==> config.mk <==
export PLATFORM = sky130hd
export DESIGN_NAME = ibe_top
export DESIGN_NICKNAME = d
export VERILOG_FILES = /design/src/hw/ibe_pkg.sv /design/src/hw/ibe_pulse_if.sv /design/src/hw/ibe_pulse_timer.sv /design/src/hw/ibe_top.sv
export SDC_FILE = /design/constraint.sdc
export NUM_CORES = 1
export LEC_CHECK = 0
export CAP_MARGIN = 25
export CORE_UTILIZATION = 47
export DETAILED_ROUTE_END_ITERATION = 6
export DONT_BUFFER_PORTS = 1
export PLACE_DENSITY = 0.66
export SYNTH_ARGS = -nofsm -noshare
export SYNTH_HDL_FRONTEND = slang
export SYNTH_SLANG_ARGS = --single-unit
==> constraint.sdc <==
create_clock -name I_CORE_CLK -period 5.1 [get_ports I_CORE_CLK]
set_input_delay 0.255 -clock I_CORE_CLK [delete_from_list [all_inputs] [get_ports I_CORE_CLK]]
set_output_delay 0.255 -clock I_CORE_CLK [all_outputs]
set_load 0.01 [all_outputs]
==> src/hw/ibe_pkg.sv <==
// package: register map, field positions, reset values and timing
// assumes a 50 MHz instruction-cycle clock and 32-bit apb data
`default_nettype none
package ibe_pkg;
    localparam int CLK_HZ = 50_000_000;
    localparam int ADDR_W = 8;
    localparam int DATA_W = 32;
    // register byte offsets
    localparam logic [7:0] OFS_TIMING = 8'h00;
    localparam logic [7:0] OFS_UNLOCK = 8'h04;
    localparam logic [7:0] OFS_CONTROL = 8'h08;
    localparam logic [7:0] OFS_STATUS = 8'h0C;
    // write-pulse timing: bit 7 fixed zero, 10 MHz range code on reset
    localparam logic [6:0] TIMING_RST = 7'h7B;
    localparam int TIMING_W = 7;
    // unlock pattern in bits 7..2
    localparam logic [5:0] UNLOCK_KEY = 6'h26;
    localparam int KEY_LSB = 2;
    localparam int KEY_MSB = 7;
    localparam logic [3:0] UNLOCK_CYCLES = 4'h8;
    // high voltage held this many cycles beyond reset
    localparam logic [1:0] HV_HOLD_CYCLES = 2'h3;
    // control fields
    localparam int CTL_WRITE = 0;
    localparam int CTL_PAGE_ERASE = 1;
    localparam int CTL_MASS_ERASE = 2;
    localparam int CTL_OPT_PAGE = 3;
    localparam int CTL_USER_ISP = 4;
    // status fields
    localparam int ST_UNLOCK = 0;
    localparam int ST_BUSY = 1;
    localparam int ST_BOOT = 2;
    localparam int ST_FORCED = 3;
    localparam int ST_BOOT_SEL = 4;
    localparam int ST_SECURITY = 5;
    localparam int ST_FORCE_PIN = 6;
    localparam int ST_START_OK = 7;
    localparam int ST_W = 8;
    // erased option bits read as zero
    localparam logic OPT_ERASED = 1'b0;
    typedef enum logic [1:0]
    {
        IBE_OP_WRITE = 2'b00,
        IBE_OP_PAGE = 2'b01,
        IBE_OP_MASS = 2'b10
    } ibe_op_e;
endpackage
`default_nettype wire

==> src/hw/ibe_pulse_if.sv <==
// carrier between the control core and the pulse-width timer
// assumes both ends share the instruction-cycle clock
`default_nettype none
interface ibe_pulse_if;
    import ibe_pkg::*;
    logic [TIMING_W-1:0] code;
    logic start;
    ibe_op_e op;
    logic busy;
    logic done;
    ibe_op_e done_op;
    logic pulse;
    modport ctrl (output code, output start, output op,
        input busy, input done, input done_op, input pulse);
    modport timer (input code, input start, input op,
        output busy, output done, output done_op, output pulse);
endinterface
`default_nettype wire

==> src/hw/ibe_pulse_timer.sv <==
// write/erase pulse timer: width scales with the timing code
// assumes the caller holds code steady while busy
`default_nettype none
module ibe_pulse_timer
    import ibe_pkg::*;
#(
    parameter int UNIT_CYCLES = 8,
    parameter int CNT_W = 12
)
(
    input wire logic i_clk,
    input wire logic i_nrst,
    input wire logic i_ce,
    ibe_pulse_if.timer pif
);
    typedef enum logic [2:0]
    {
        PT_IDLE = 3'b001,
        PT_PULSE = 3'b010,
        PT_DONE = 3'b100
    } ibe_pt_e;

    ibe_pt_e state;
    ibe_pt_e next_state;
    logic [CNT_W-1:0] cnt;
    logic [CNT_W-1:0] width;
    wire cnt_zero = (cnt == '0);

    // code times unit gives the count; the pulse lasts one cycle longer
    assign width = CNT_W'(pif.code * UNIT_CYCLES);

    always_comb
    begin
        next_state = state;
        case (state)
            PT_IDLE: if (pif.start) next_state = PT_PULSE;
            PT_PULSE: if (cnt_zero) next_state = PT_DONE;
            PT_DONE: next_state = PT_IDLE;
            default: next_state = PT_IDLE;
        endcase
    end

    always_ff @(posedge i_clk or negedge i_nrst)
    begin
        if (!i_nrst)
        begin
            state <= PT_IDLE;
            cnt <= '0;
            pif.pulse <= 1'b0;
            pif.busy <= 1'b0;
            pif.done <= 1'b0;
            pif.done_op <= IBE_OP_WRITE;
        end
        else if (i_ce)
        begin
            state <= next_state;
            cnt <= (state == PT_IDLE) ? width : cnt - 1'b1;
            pif.pulse <= (next_state == PT_PULSE);
            pif.busy <= (next_state != PT_IDLE);
            pif.done <= (next_state == PT_DONE);
            if (state == PT_IDLE && pif.start)
                pif.done_op <= pif.op;
        end
    end
endmodule
`default_nettype wire

==> src/hw/ibe_top.sv <==
// in-system programming support: pulse timing, boot unlock, forced boot
// assumes apb master on the core clock; one clock cycle per instruction
// cycle; hv qualifier and pins already at digital levels
//
// Operation
// - write/erase pulse width is set by the timing register value.
// - timing code is picked by software from the input clock frequency range.
// - reset loads the timing code for the 10 MHz range.
// - timing bit 7 reads fixed and read-only; bits 6..0 read/write.
// - jump-to-boot reaches boot ROM only while unlocked, else stays in flash.
// - unlock sets only on pattern 100110 in bits 7..2; mismatch clears.
// - unlock flag lasts exactly 8 instruction cycles then clears.
// - emulation breakpoint freezes the unlock counter while active.
// - unlock countdown keeps running through interrupt service.
// - return-to-flash from boot ROM resumes flash execution.
// - hv qualifier at reset release forces boot ROM at 0000.
// - later normal reset follows boot-select bit, flash unless erased.
// - forced boot never changes boot-select or security bits.
// - security clears only by mass erase, or under user ISP control.
// - while hv is present the load clock drives the shift clock pin.
// - force pin reads as 1 while hv is present.
// - normal reset: boot-select 0 starts boot ROM, 1 starts flash.
`default_nettype none
module ibe_top
    import ibe_pkg::*;
#(
    parameter int PULSE_UNIT_CYCLES = 8,
    parameter int LOAD_CLK_HALF = 4
)
(
    input wire logic I_CORE_CLK,
    input wire logic I_NRST,
    input wire logic i_ce,
    input wire logic i_psel,
    input wire logic i_penable,
    input wire logic i_pwrite,
    input wire logic [ibe_pkg::ADDR_W-1:0] i_paddr,
    input wire logic [ibe_pkg::DATA_W-1:0] i_pwdata,
    input wire logic i_jump_to_boot_instr,
    input wire logic i_return_to_flash_instr,
    input wire logic i_emu_mode,
    input wire logic i_breakpoint,
    input wire logic i_hv_force_pin,
    input wire logic i_force_pin_level,
    input wire logic i_opt_boot_select,
    input wire logic i_opt_security,
    output logic [ibe_pkg::DATA_W-1:0] o_prdata,
    output logic o_pready,
    output logic o_pslverr,
    output logic o_exec_boot,
    output logic o_boot_jump,
    output logic o_flash_jump,
    output logic o_start_valid,
    output logic o_forced_boot,
    output logic o_unlocked,
    output logic o_flash_pulse,
    output logic o_flash_busy,
    output logic o_opt_boot_select,
    output logic o_opt_security,
    output logic o_force_pin_read,
    output logic o_load_clock_pin,
    output logic o_load_clock_oe
);
    ibe_pulse_if pif ();

    // apb decode; one wait state so every answer comes from a flop
    wire setup_acc = i_psel & i_penable & ~o_pready;
    wire done_acc = i_psel & i_penable & o_pready;
    wire wr = done_acc & i_pwrite;
    wire sel_timing = (i_paddr == OFS_TIMING);
    wire sel_unlock = (i_paddr == OFS_UNLOCK);
    wire sel_control = (i_paddr == OFS_CONTROL);
    wire sel_status = (i_paddr == OFS_STATUS);
    wire mapped = sel_timing | sel_unlock | sel_control | sel_status;

    logic [TIMING_W-1:0] timing;
    logic user_isp;
    logic unlock;
    logic [3:0] unlock_cnt;
    logic hv_meta;
    logic hv_sync;
    logic [1:0] start_cnt;
    logic started;
    logic [$clog2(LOAD_CLK_HALF+1)-1:0] lclk_cnt;
    logic [DATA_W-1:0] rd_mux;
    logic [ST_W-1:0] status;

    // key compare ignores the two low bits
    wire key_write = wr & sel_unlock;
    wire key_match = (i_pwdata[KEY_MSB:KEY_LSB] == UNLOCK_KEY);
    // breakpoint in emulation holds the count; interrupts do not
    wire unlock_hold = i_emu_mode & i_breakpoint;
    wire unlock_last = (unlock_cnt == 4'h0) & ~unlock_hold;

    // option-page erase clears boot-select; security only under user isp
    wire erase_done = pif.done;
    wire mass_done = erase_done & (pif.done_op == IBE_OP_MASS);
    wire page_done = erase_done & (pif.done_op == IBE_OP_PAGE);
    logic opt_page_op;

    // start a flash operation from a control write
    wire ctl_write = wr & sel_control & ~pif.busy;
    wire go_write = ctl_write & i_pwdata[CTL_WRITE];
    wire go_page = ctl_write & i_pwdata[CTL_PAGE_ERASE];
    wire go_mass = ctl_write & i_pwdata[CTL_MASS_ERASE];

    assign pif.code = timing;
    assign pif.start = go_write | go_page | go_mass;
    assign pif.op = go_mass ? IBE_OP_MASS : (go_page ? IBE_OP_PAGE : IBE_OP_WRITE);

    assign status[ST_UNLOCK] = unlock;
    assign status[ST_BUSY] = pif.busy;
    assign status[ST_BOOT] = o_exec_boot;
    assign status[ST_FORCED] = o_forced_boot;
    assign status[ST_BOOT_SEL] = o_opt_boot_select;
    assign status[ST_SECURITY] = o_opt_security;
    assign status[ST_FORCE_PIN] = o_force_pin_read;
    assign status[ST_START_OK] = o_start_valid;

    // bit 7 of timing always reads zero
    assign rd_mux = sel_timing ? DATA_W'({1'b0, timing}) :
        sel_control ? DATA_W'({user_isp, opt_page_op, 3'b000}) :
        sel_status ? DATA_W'(status) : '0;

    ibe_pulse_timer #(
        .UNIT_CYCLES(PULSE_UNIT_CYCLES),
        .CNT_W(12)
    ) u_timer (
        .i_clk(I_CORE_CLK),
        .i_nrst(I_NRST),
        .i_ce(i_ce),
        .pif(pif.timer)
    );

    // apb answer path
    always_ff @(posedge I_CORE_CLK or negedge I_NRST)
    begin
        if (!I_NRST)
        begin
            o_pready <= 1'b0;
            o_pslverr <= 1'b0;
            o_prdata <= '0;
        end
        else if (i_ce)
        begin
            o_pready <= setup_acc;
            o_pslverr <= setup_acc & ~mapped;
            o_prdata <= (setup_acc & ~i_pwrite) ? rd_mux : '0;
        end
    end

    // software-written state
    always_ff @(posedge I_CORE_CLK or negedge I_NRST)
    begin
        if (!I_NRST)
        begin
            timing <= TIMING_RST;
            user_isp <= 1'b0;
            opt_page_op <= 1'b0;
        end
        else if (i_ce)
        begin
            if (wr & sel_timing)
                timing <= i_pwdata[TIMING_W-1:0];
            if (wr & sel_control)
                user_isp <= i_pwdata[CTL_USER_ISP];
            if (go_page)
                opt_page_op <= i_pwdata[CTL_OPT_PAGE];
        end
    end

    // unlock window
    always_ff @(posedge I_CORE_CLK or negedge I_NRST)
    begin
        if (!I_NRST)
        begin
            unlock <= 1'b0;
            unlock_cnt <= '0;
        end
        else if (i_ce)
        begin
            if (key_write)
            begin
                unlock <= key_match;
                unlock_cnt <= UNLOCK_CYCLES - 4'h1;
            end
            else if (unlock)
            begin
                if (!unlock_hold)
                    unlock_cnt <= unlock_cnt - 4'h1;
                if (unlock_last)
                    unlock <= 1'b0;
            end
        end
    end

    // hv qualifier synchroniser; second flop is the only reader of first
    always_ff @(posedge I_CORE_CLK or negedge I_NRST)
    begin
        if (!I_NRST)
        begin
            hv_meta <= 1'b0;
            hv_sync <= 1'b0;
        end
        else if (i_ce)
        begin
            hv_meta <= i_hv_force_pin;
            hv_sync <= hv_meta;
        end
    end

    // reset exit: wait out the synchroniser inside the hv hold window
    always_ff @(posedge I_CORE_CLK or negedge I_NRST)
    begin
        if (!I_NRST)
        begin
            start_cnt <= '0;
            started <= 1'b0;
            o_start_valid <= 1'b0;
            o_forced_boot <= 1'b0;
            o_opt_boot_select <= OPT_ERASED;
            o_opt_security <= OPT_ERASED;
        end
        else if (i_ce)
        begin
            if (!started)
            begin
                start_cnt <= start_cnt + 2'h1;
                if (start_cnt == HV_HOLD_CYCLES - 2'h1)
                begin
                    started <= 1'b1;
                    o_start_valid <= 1'b1;
                    o_forced_boot <= hv_sync;
                    // option bits taken as stored; forced entry leaves them
                    o_opt_boot_select <= i_opt_boot_select;
                    o_opt_security <= i_opt_security;
                end
            end
            else
            begin
                if (mass_done)
                begin
                    o_opt_boot_select <= OPT_ERASED;
                    o_opt_security <= OPT_ERASED;
                end
                else if (page_done & opt_page_op)
                begin
                    o_opt_boot_select <= OPT_ERASED;
                    if (user_isp)
                        o_opt_security <= OPT_ERASED;
                end
            end
        end
    end

    // execution region: reset choice, then jump and return
    always_ff @(posedge I_CORE_CLK or negedge I_NRST)
    begin
        if (!I_NRST)
        begin
            o_exec_boot <= 1'b0;
            o_boot_jump <= 1'b0;
            o_flash_jump <= 1'b0;
            o_unlocked <= 1'b0;
        end
        else if (i_ce)
        begin
            o_boot_jump <= 1'b0;
            o_flash_jump <= 1'b0;
            o_unlocked <= unlock;
            if (!started)
            begin
                if (start_cnt == HV_HOLD_CYCLES - 2'h1)
                    // hv overrides boot-select; else erased bit means boot rom
                    o_exec_boot <= hv_sync | ~i_opt_boot_select;
            end
            else if (i_jump_to_boot_instr)
            begin
                if (unlock)
                begin
                    o_exec_boot <= 1'b1;
                    o_boot_jump <= 1'b1;
                end
                else
                    o_flash_jump <= 1'b1;
            end
            else if (i_return_to_flash_instr & o_exec_boot)
            begin
                o_exec_boot <= 1'b0;
                o_flash_jump <= 1'b1;
            end
        end
    end

    // load clock onto shift clock pin while hv is present
    always_ff @(posedge I_CORE_CLK or negedge I_NRST)
    begin
        if (!I_NRST)
        begin
            lclk_cnt <= '0;
            o_load_clock_pin <= 1'b0;
            o_load_clock_oe <= 1'b0;
            o_force_pin_read <= 1'b0;
        end
        else if (i_ce)
        begin
            o_load_clock_oe <= hv_sync;
            o_force_pin_read <= hv_sync | i_force_pin_level;
            if (!hv_sync)
            begin
                lclk_cnt <= '0;
                o_load_clock_pin <= 1'b0;
            end
            else if (lclk_cnt == ($bits(lclk_cnt))'(LOAD_CLK_HALF - 1))
            begin
                lclk_cnt <= '0;
                o_load_clock_pin <= ~o_load_clock_pin;
            end
            else
                lclk_cnt <= lclk_cnt + 1'b1;
        end
    end

    // flash pulse and busy re-timed to keep outputs on flops
    always_ff @(posedge I_CORE_CLK or negedge I_NRST)
    begin
        if (!I_NRST)
        begin
            o_flash_pulse <= 1'b0;
            o_flash_busy <= 1'b0;
        end
        else if (i_ce)
        begin
            o_flash_pulse <= pif.pulse;
            o_flash_busy <= pif.busy;
        end
    end
endmodule
`default_nettype wire

== Word level (Yosys, flattened, before mapping) ==
Cells that the tools add are included.

* Add/sub/neg operators: 4
* $mul: 0
* Div/mod/pow operators: 0
* Magnitude comparators: 0
* Equality and inequality tests: 19
* Shift-type cells: 0
* Multiplexer cells: 43
* Bitwise operators: 34
* Reduce and logical (&&, ||, !) cells: 17

{| class="wikitable"
|+ Operator list
! kind !! count
|-
| 8-bit 2-to-1 mux || 4
|-
| 1-bit 2-to-1 mux || 29
|-
| 1-bit AND || 19
|-
| 8-bit by 4-bit equality test with 1-bit output, second input constant || 2
|-
| 12-bit zero test || 1
|-
| 12-bit 2-to-1 mux || 1
|-
| 3-bit 2-to-1 mux || 4
|-
| 4-bit 2-to-1 mux || 3
|-
| 2-bit AND reduction || 6
|-
| 12-bit by 1-bit subtractor with 12-bit output, second input constant || 1
|-
| 3-bit by 2-bit equality test with 1-bit output, second input constant || 3
|-
| 3-bit AND reduction || 3
|-
| 8-bit by 3-bit equality test with 1-bit output, second input constant || 1
|-
| 8-bit zero test || 1
|-
| 1-bit NOT || 8
|-
| 4-bit AND reduction || 2
|-
| 1-bit bitwise OR || 7
|-
| 6-bit equality test, second input constant || 1
|-
| 3-bit by 1-bit inequality test with 1-bit output, second input constant || 2
|-
| 3-bit by 2-bit inequality test with 1-bit output, second input constant || 2
|-
| 3-bit case mux with 2 select lines || 1
|-
| 2-bit equality test, second input constant || 2
|-
| 4-bit zero test || 1
|-
| 2-bit nonzero test || 2
|-
| 11 further kinds || 11
|}

* Register bits: 89
* Bits in latches: 0
* Bits in writable memories: 0
* Bits in read-only memories: 0
* Output and inout bits: 47
* Memories kept: 0

== Longest topological paths before layout ==
* Depth after elaboration: 11
* Mapped depth: 7
* Depth with buffers taken out: 6

== Hierarchy ==
A second synthesis with hierarchy kept.

* Cells, all modules: 344
* Area, all modules: 3470.8 um2

{| class="wikitable"
|+ By module, submodules not included
! module !! times used !! cells an instance !! area each (um2) !! sequential area each (um2)
|-
| ibe_top || 1 || 230 || 2411.1 || 1133.6
|-
| ibe_pulse_timer || 1 || 114 || 1059.8 || 501.7
|}

== Worst setup path before layout ==
Ideal clock, no wire load.

* Path type: reg-to-reg
* Start: reg u_timer.state[0]
* End: reg u_timer.pif.done_op[1]
* Setup time: 0.125 ns
* Data arrival time: 1.868 ns
* Slack: 3.108 ns
* Cell stages (with the launch flop): 6
* Path buffers: 1
* Cell sequence: dfstp_2 or3b_1 clkbuf_1 nor4b_2 and2_1 mux2_2

* Longest elaborated chain between the ends: 3

{| class="wikitable"
|+ Ends and longest elaborated chain
! element !! line !! text
|-
| start: declaration || ibe_pulse_timer.sv:23 || <nowiki>ibe_pt_e state;</nowiki>
|-
| start signal: assignment || ibe_pulse_timer.sv:56 || <nowiki>state <= next_state;</nowiki>
|-
| 3-bit by 1-bit equality test with 1-bit output || ibe_pulse_timer.sv:61 || <nowiki>if (state == PT_IDLE && pif.start)</nowiki>
|-
| 1-bit logical AND || ibe_pulse_timer.sv:61 ||
|-
| 2-bit AND reduction (no source line) || n/a ||
|-
| end signal: assignment || ibe_pulse_timer.sv:62 || <nowiki>pif.done_op <= pif.op;</nowiki>
|-
| end: declaration || ibe_pulse_if.sv:16 || <nowiki>output busy, output done, output done_op, output pulse);</nowiki>
|}

Every way passes these cells.
A chain may end at the register's enable or synchronous reset.

== Worst setup path after layout ==
Same ends and word-level chain as after synthesis.

==> summary.md <==
| Metric | Value |
|---|---|
| CTS tree | done |
| First-pass GRT wire length | 11850 um |
| Ports | 101 |
| Die H | 86.61 um |
| Drt total wl | 7404 um |
| Post-synthesis sequential area ratio | 0.4861 |
| Crit path DAT | 2530 ps |
| FMAX | 435.5 MHz |
| Max IR drop VDD | 0.0001210 V |
| Bufs on Longest Clock Path | 2 |
| Routed WL per cell | 17.22 um |
| CTS root buffer | clkbuf_8 |
| Pin count of the biggest net entering global routing | 66 |
| Pwr Density | 297.1 nW/um2 |
| Core Footprint | 6869 um2 |
| Area grow syn2layout | 6.694% |
| Syn Inst Count | 331 |
| Hold Fails Final Rpt | 0 |
| Num rows | 30 |
| WHS | 20.26 ps |
| Worst setup SP type | register |
| Iter 0 DRT Violations | 150 |
| Vias per Instance | 5.579 |
| H-tree Lvls | 3 |
| Unrepaired setup endpoints after global routing | false |
| Status | complete, no violations |
| FFs w/ async S/R, synth | 1.000 |
| Reg area | 1635 um2 |
| HPWL after DPL | 5004 um |
| Hold Path Class | primary input to register |
| Endpoint type of the worst setup path | register |
| # DRC | 0 |
| Total number of yosys warnings | 0 |
| Pwr Total | 1.066 mW |
| CTS clk-pin slew, worst paths | 70 ps |
| Slew Limit Fails | 0 |
| Crit share post-route | 0.4503 |
| Initial antenna violation count | 0 |
| Gr ovfl total | 0 |
| Primary FF master, synth | dfrtp_1 |
| Number of filler cells placed in the layout | 657 |
| CTS sink cnt | 65 |
| GP Congestion | 0.8286 |
| Number of max-cap violations | 0 |
| Chip width | 86.61 um |
| Mapped Area | 3364 um2 |
| Drt pass-1 iters | 4 |
| Cell area after layout | 3590 um2 |
| Starting Density | 0.4898 |
| Die area | 7500 um2 |
| Clock Skews | 11.77 ps |
| Multi-input logic area | 1508 um2 |
| ANT cells | 0 |
| ANT nets after route | 0 |
| Vias in the first global route | 2358 |
| Dpl cell area | 3334 um2 |
| CP max FO | 16 |
| GRT Resource Usage Total | 0.2126 |
| Clock Latency Late Sink | 350 ps |
| Clock buffer count from CTS | 9 |
| Vias | 2399 |
| Unique cell type count in the Yosys netlist | 59 |
| Critical path class | register to register |
| # resized after CTS | 0 |
| Worst-Margin Slew | 834.9 ps |
| Synthesized area per cell | 10.16 um2 |
| Post-layout min period | 2296 ps |
| Required time of the critical path | 5340 ps |
| Leakage | 1.565 nW |
| PortBufs | 0 |
| Flop and latch count out of synthesis | 65 |
| # setup viols final | 0 |
| Post-synth EDFFs | 0 |
| Layout cells sized above 1 | 0.1497 |
| Final setup TNS | 0 ps |
| # nets final | 389 |
| Slew headroom | 0.4383 |
[power breakdown]
part           switching, mW  total (mW)  internal (mW)  leakage (nW)
logic                 0.0436      0.0654         0.0218         0.602
registers             0.0154       0.544          0.528         0.857
clock network          0.192       0.457          0.266         0.107
[path summary, 6_finish.rpt]
check / endpoint / cells past startpoint / from / slack (ps)
worst max-delay path: u_timer.pif.done_op[1]$_DFFE_PN0P_ / 4 / u_timer.state[0]$_DFFE_PN1P_ / 2800
worst min-delay path: started$_DFFE_PN0P_ / 2 / i_ce / 20
worst max register to register: u_timer.pif.done_op[1]$_DFFE_PN0P_ / 4 / u_timer.state[0]$_DFFE_PN1P_ / 2800
worst min register to register: lclk_cnt[2]$_DFFE_PN0P_ / 1 / lclk_cnt[2]$_DFFE_PN0P_ / 480
max in group asynchronous: pif.code[1]$_DFFE_PN1P_ / 2 / I_NRST / 4310
min in group asynchronous: u_timer.state[1]$_DFFE_PN0P_ / 2 / I_NRST / 470
[sequential cells by signal, indices dropped and copies added (netlist names), 2 cells and up]
register and count:
u_timer.cnt 12, o_prdata 8, pif.code 7, unlock_cnt 4, lclk_cnt 3, u_timer.state 3, start_cnt 2, u_timer.pif.done_op 2
[kinds of logic (layout without fill, tap and decap cells)]
family,after synthesis,in the layout,synth area share
flops,65,65,0.4861
xor+xnor,4,4,0.01041
simple gates,94,94,0.1621
other cells,1,24,0.001115
fa+ha+maj,6,6,0.02231
mux,18,18,0.05950
compound gates,86,86,0.1670
buf+inv,57,37,0.09148
[layout by cell type (no fill, tap or decap), types with 3 or more instances in the layout]
cell type | Yosys | layout
inv_1 | 17 | 17
dfrtp_1 | 58 | 58
nor4_1 | 3 | 3
nand3_1 | 6 | 6
nand2_1 | 25 | 25
and2_1 | 4 | 4
o31ai_1 | 4 | 4
o21ai_0 | 26 | 26
nor3_1 | 9 | 9
nor2b_1 | 5 | 5
a22oi_1 | 6 | 6
nand3b_1 | 3 | 3
clkbuf_8 | 0 | 12
dfstp_2 | 7 | 7
o2bb2ai_1 | 13 | 13
nor2_1 | 9 | 9
ha_1 | 6 | 6
nand4_1 | 7 | 7
mux2_2 | 16 | 16
a21oi_1 | 20 | 20
conb_1 | 1 | 24
nand2b_1 | 3 | 3
[timing repair]
| action | in CTS | in global routing |
|---|---|---|
| buffers inserted | 0 | 0 |
| hold buffers | 3 | 0 |
| endpoints found under the hold margin | 78 | 0 |
[per-stage QoR]
step	std cells	setup slack, ps	util
after floorplan	354	3108	-
after global placement	411	2832	0.4854
after detailed placement	411	2819	0.4854
after CTS	430	2801	0.5226
after global routing	430	2731	0.5226
final	430	2804	0.5226
[critical path, cell delays in order, from the launching register on]
cell,delay (ps)
dfstp_2,550
or3b_1,600
nor4b_2,480
and2_1,220
mux2_2,340
[cell type report]
cell class / instances / area share
Sequential cell: 65 / 0.4556
Multi-Input combinational cell: 232 / 0.4200
Clock buffer: 14 / 0.04810
Tap cell: 96 / 0.03346
Inverter: 17 / 0.01778
Timing Repair Buffer: 4 / 0.01534
Clock inverter: 2 / 0.009760
[per-layer routing]
metal	vias up	wire length, um	track usage
li1	1136	-	-
met1	1172	3376	0.2890
met2	77	3433	0.3189
met3	14	447	0.06000
met4	0	145	0.08939
met5	-	0	0
[Yosys cell counts, types with 2 or more instances]
| cell type | n | area [um2] |
|---|---|---|
| dfrtp_1 | 58 | 1451 |
| o21ai_0 | 26 | 130.1 |
| nand2_1 | 25 | 93.84 |
| buf_4 | 24 | 180.2 |
| a21oi_1 | 20 | 100.1 |
| inv_1 | 17 | 63.81 |
| mux2_2 | 16 | 180.2 |
| o2bb2ai_1 | 13 | 113.9 |
| clkbuf_1 | 12 | 45.04 |
| nor2_1 | 9 | 33.78 |
| nor3_1 | 9 | 45.04 |
| dfstp_2 | 7 | 183.9 |
| nand4_1 | 7 | 43.79 |
| a22oi_1 | 6 | 45.04 |
| ha_1 | 6 | 75.07 |
| nand3_1 | 6 | 30.03 |
| nor2b_1 | 5 | 31.28 |
| and2_1 | 4 | 25.02 |
| o31ai_1 | 4 | 30.03 |
| nand2b_1 | 3 | 18.77 |
| nand3b_1 | 3 | 22.52 |
| nor4_1 | 3 | 18.77 |
| a21boi_0 | 2 | 15.01 |
| clkbuf_2 | 2 | 10.01 |
| mux2i_1 | 2 | 20.02 |
| o21ai_1 | 2 | 10.01 |
| o32ai_1 | 2 | 17.52 |
| or2_2 | 2 | 12.51 |
| or3_1 | 2 | 12.51 |
| or4_1 | 2 | 15.01 |
| or4_4 | 2 | 22.52 |
| xnor2_1 | 2 | 17.52 |
| xor2_1 | 2 | 17.52 |
No activity file was read; power rests on OpenSTA's default activity.
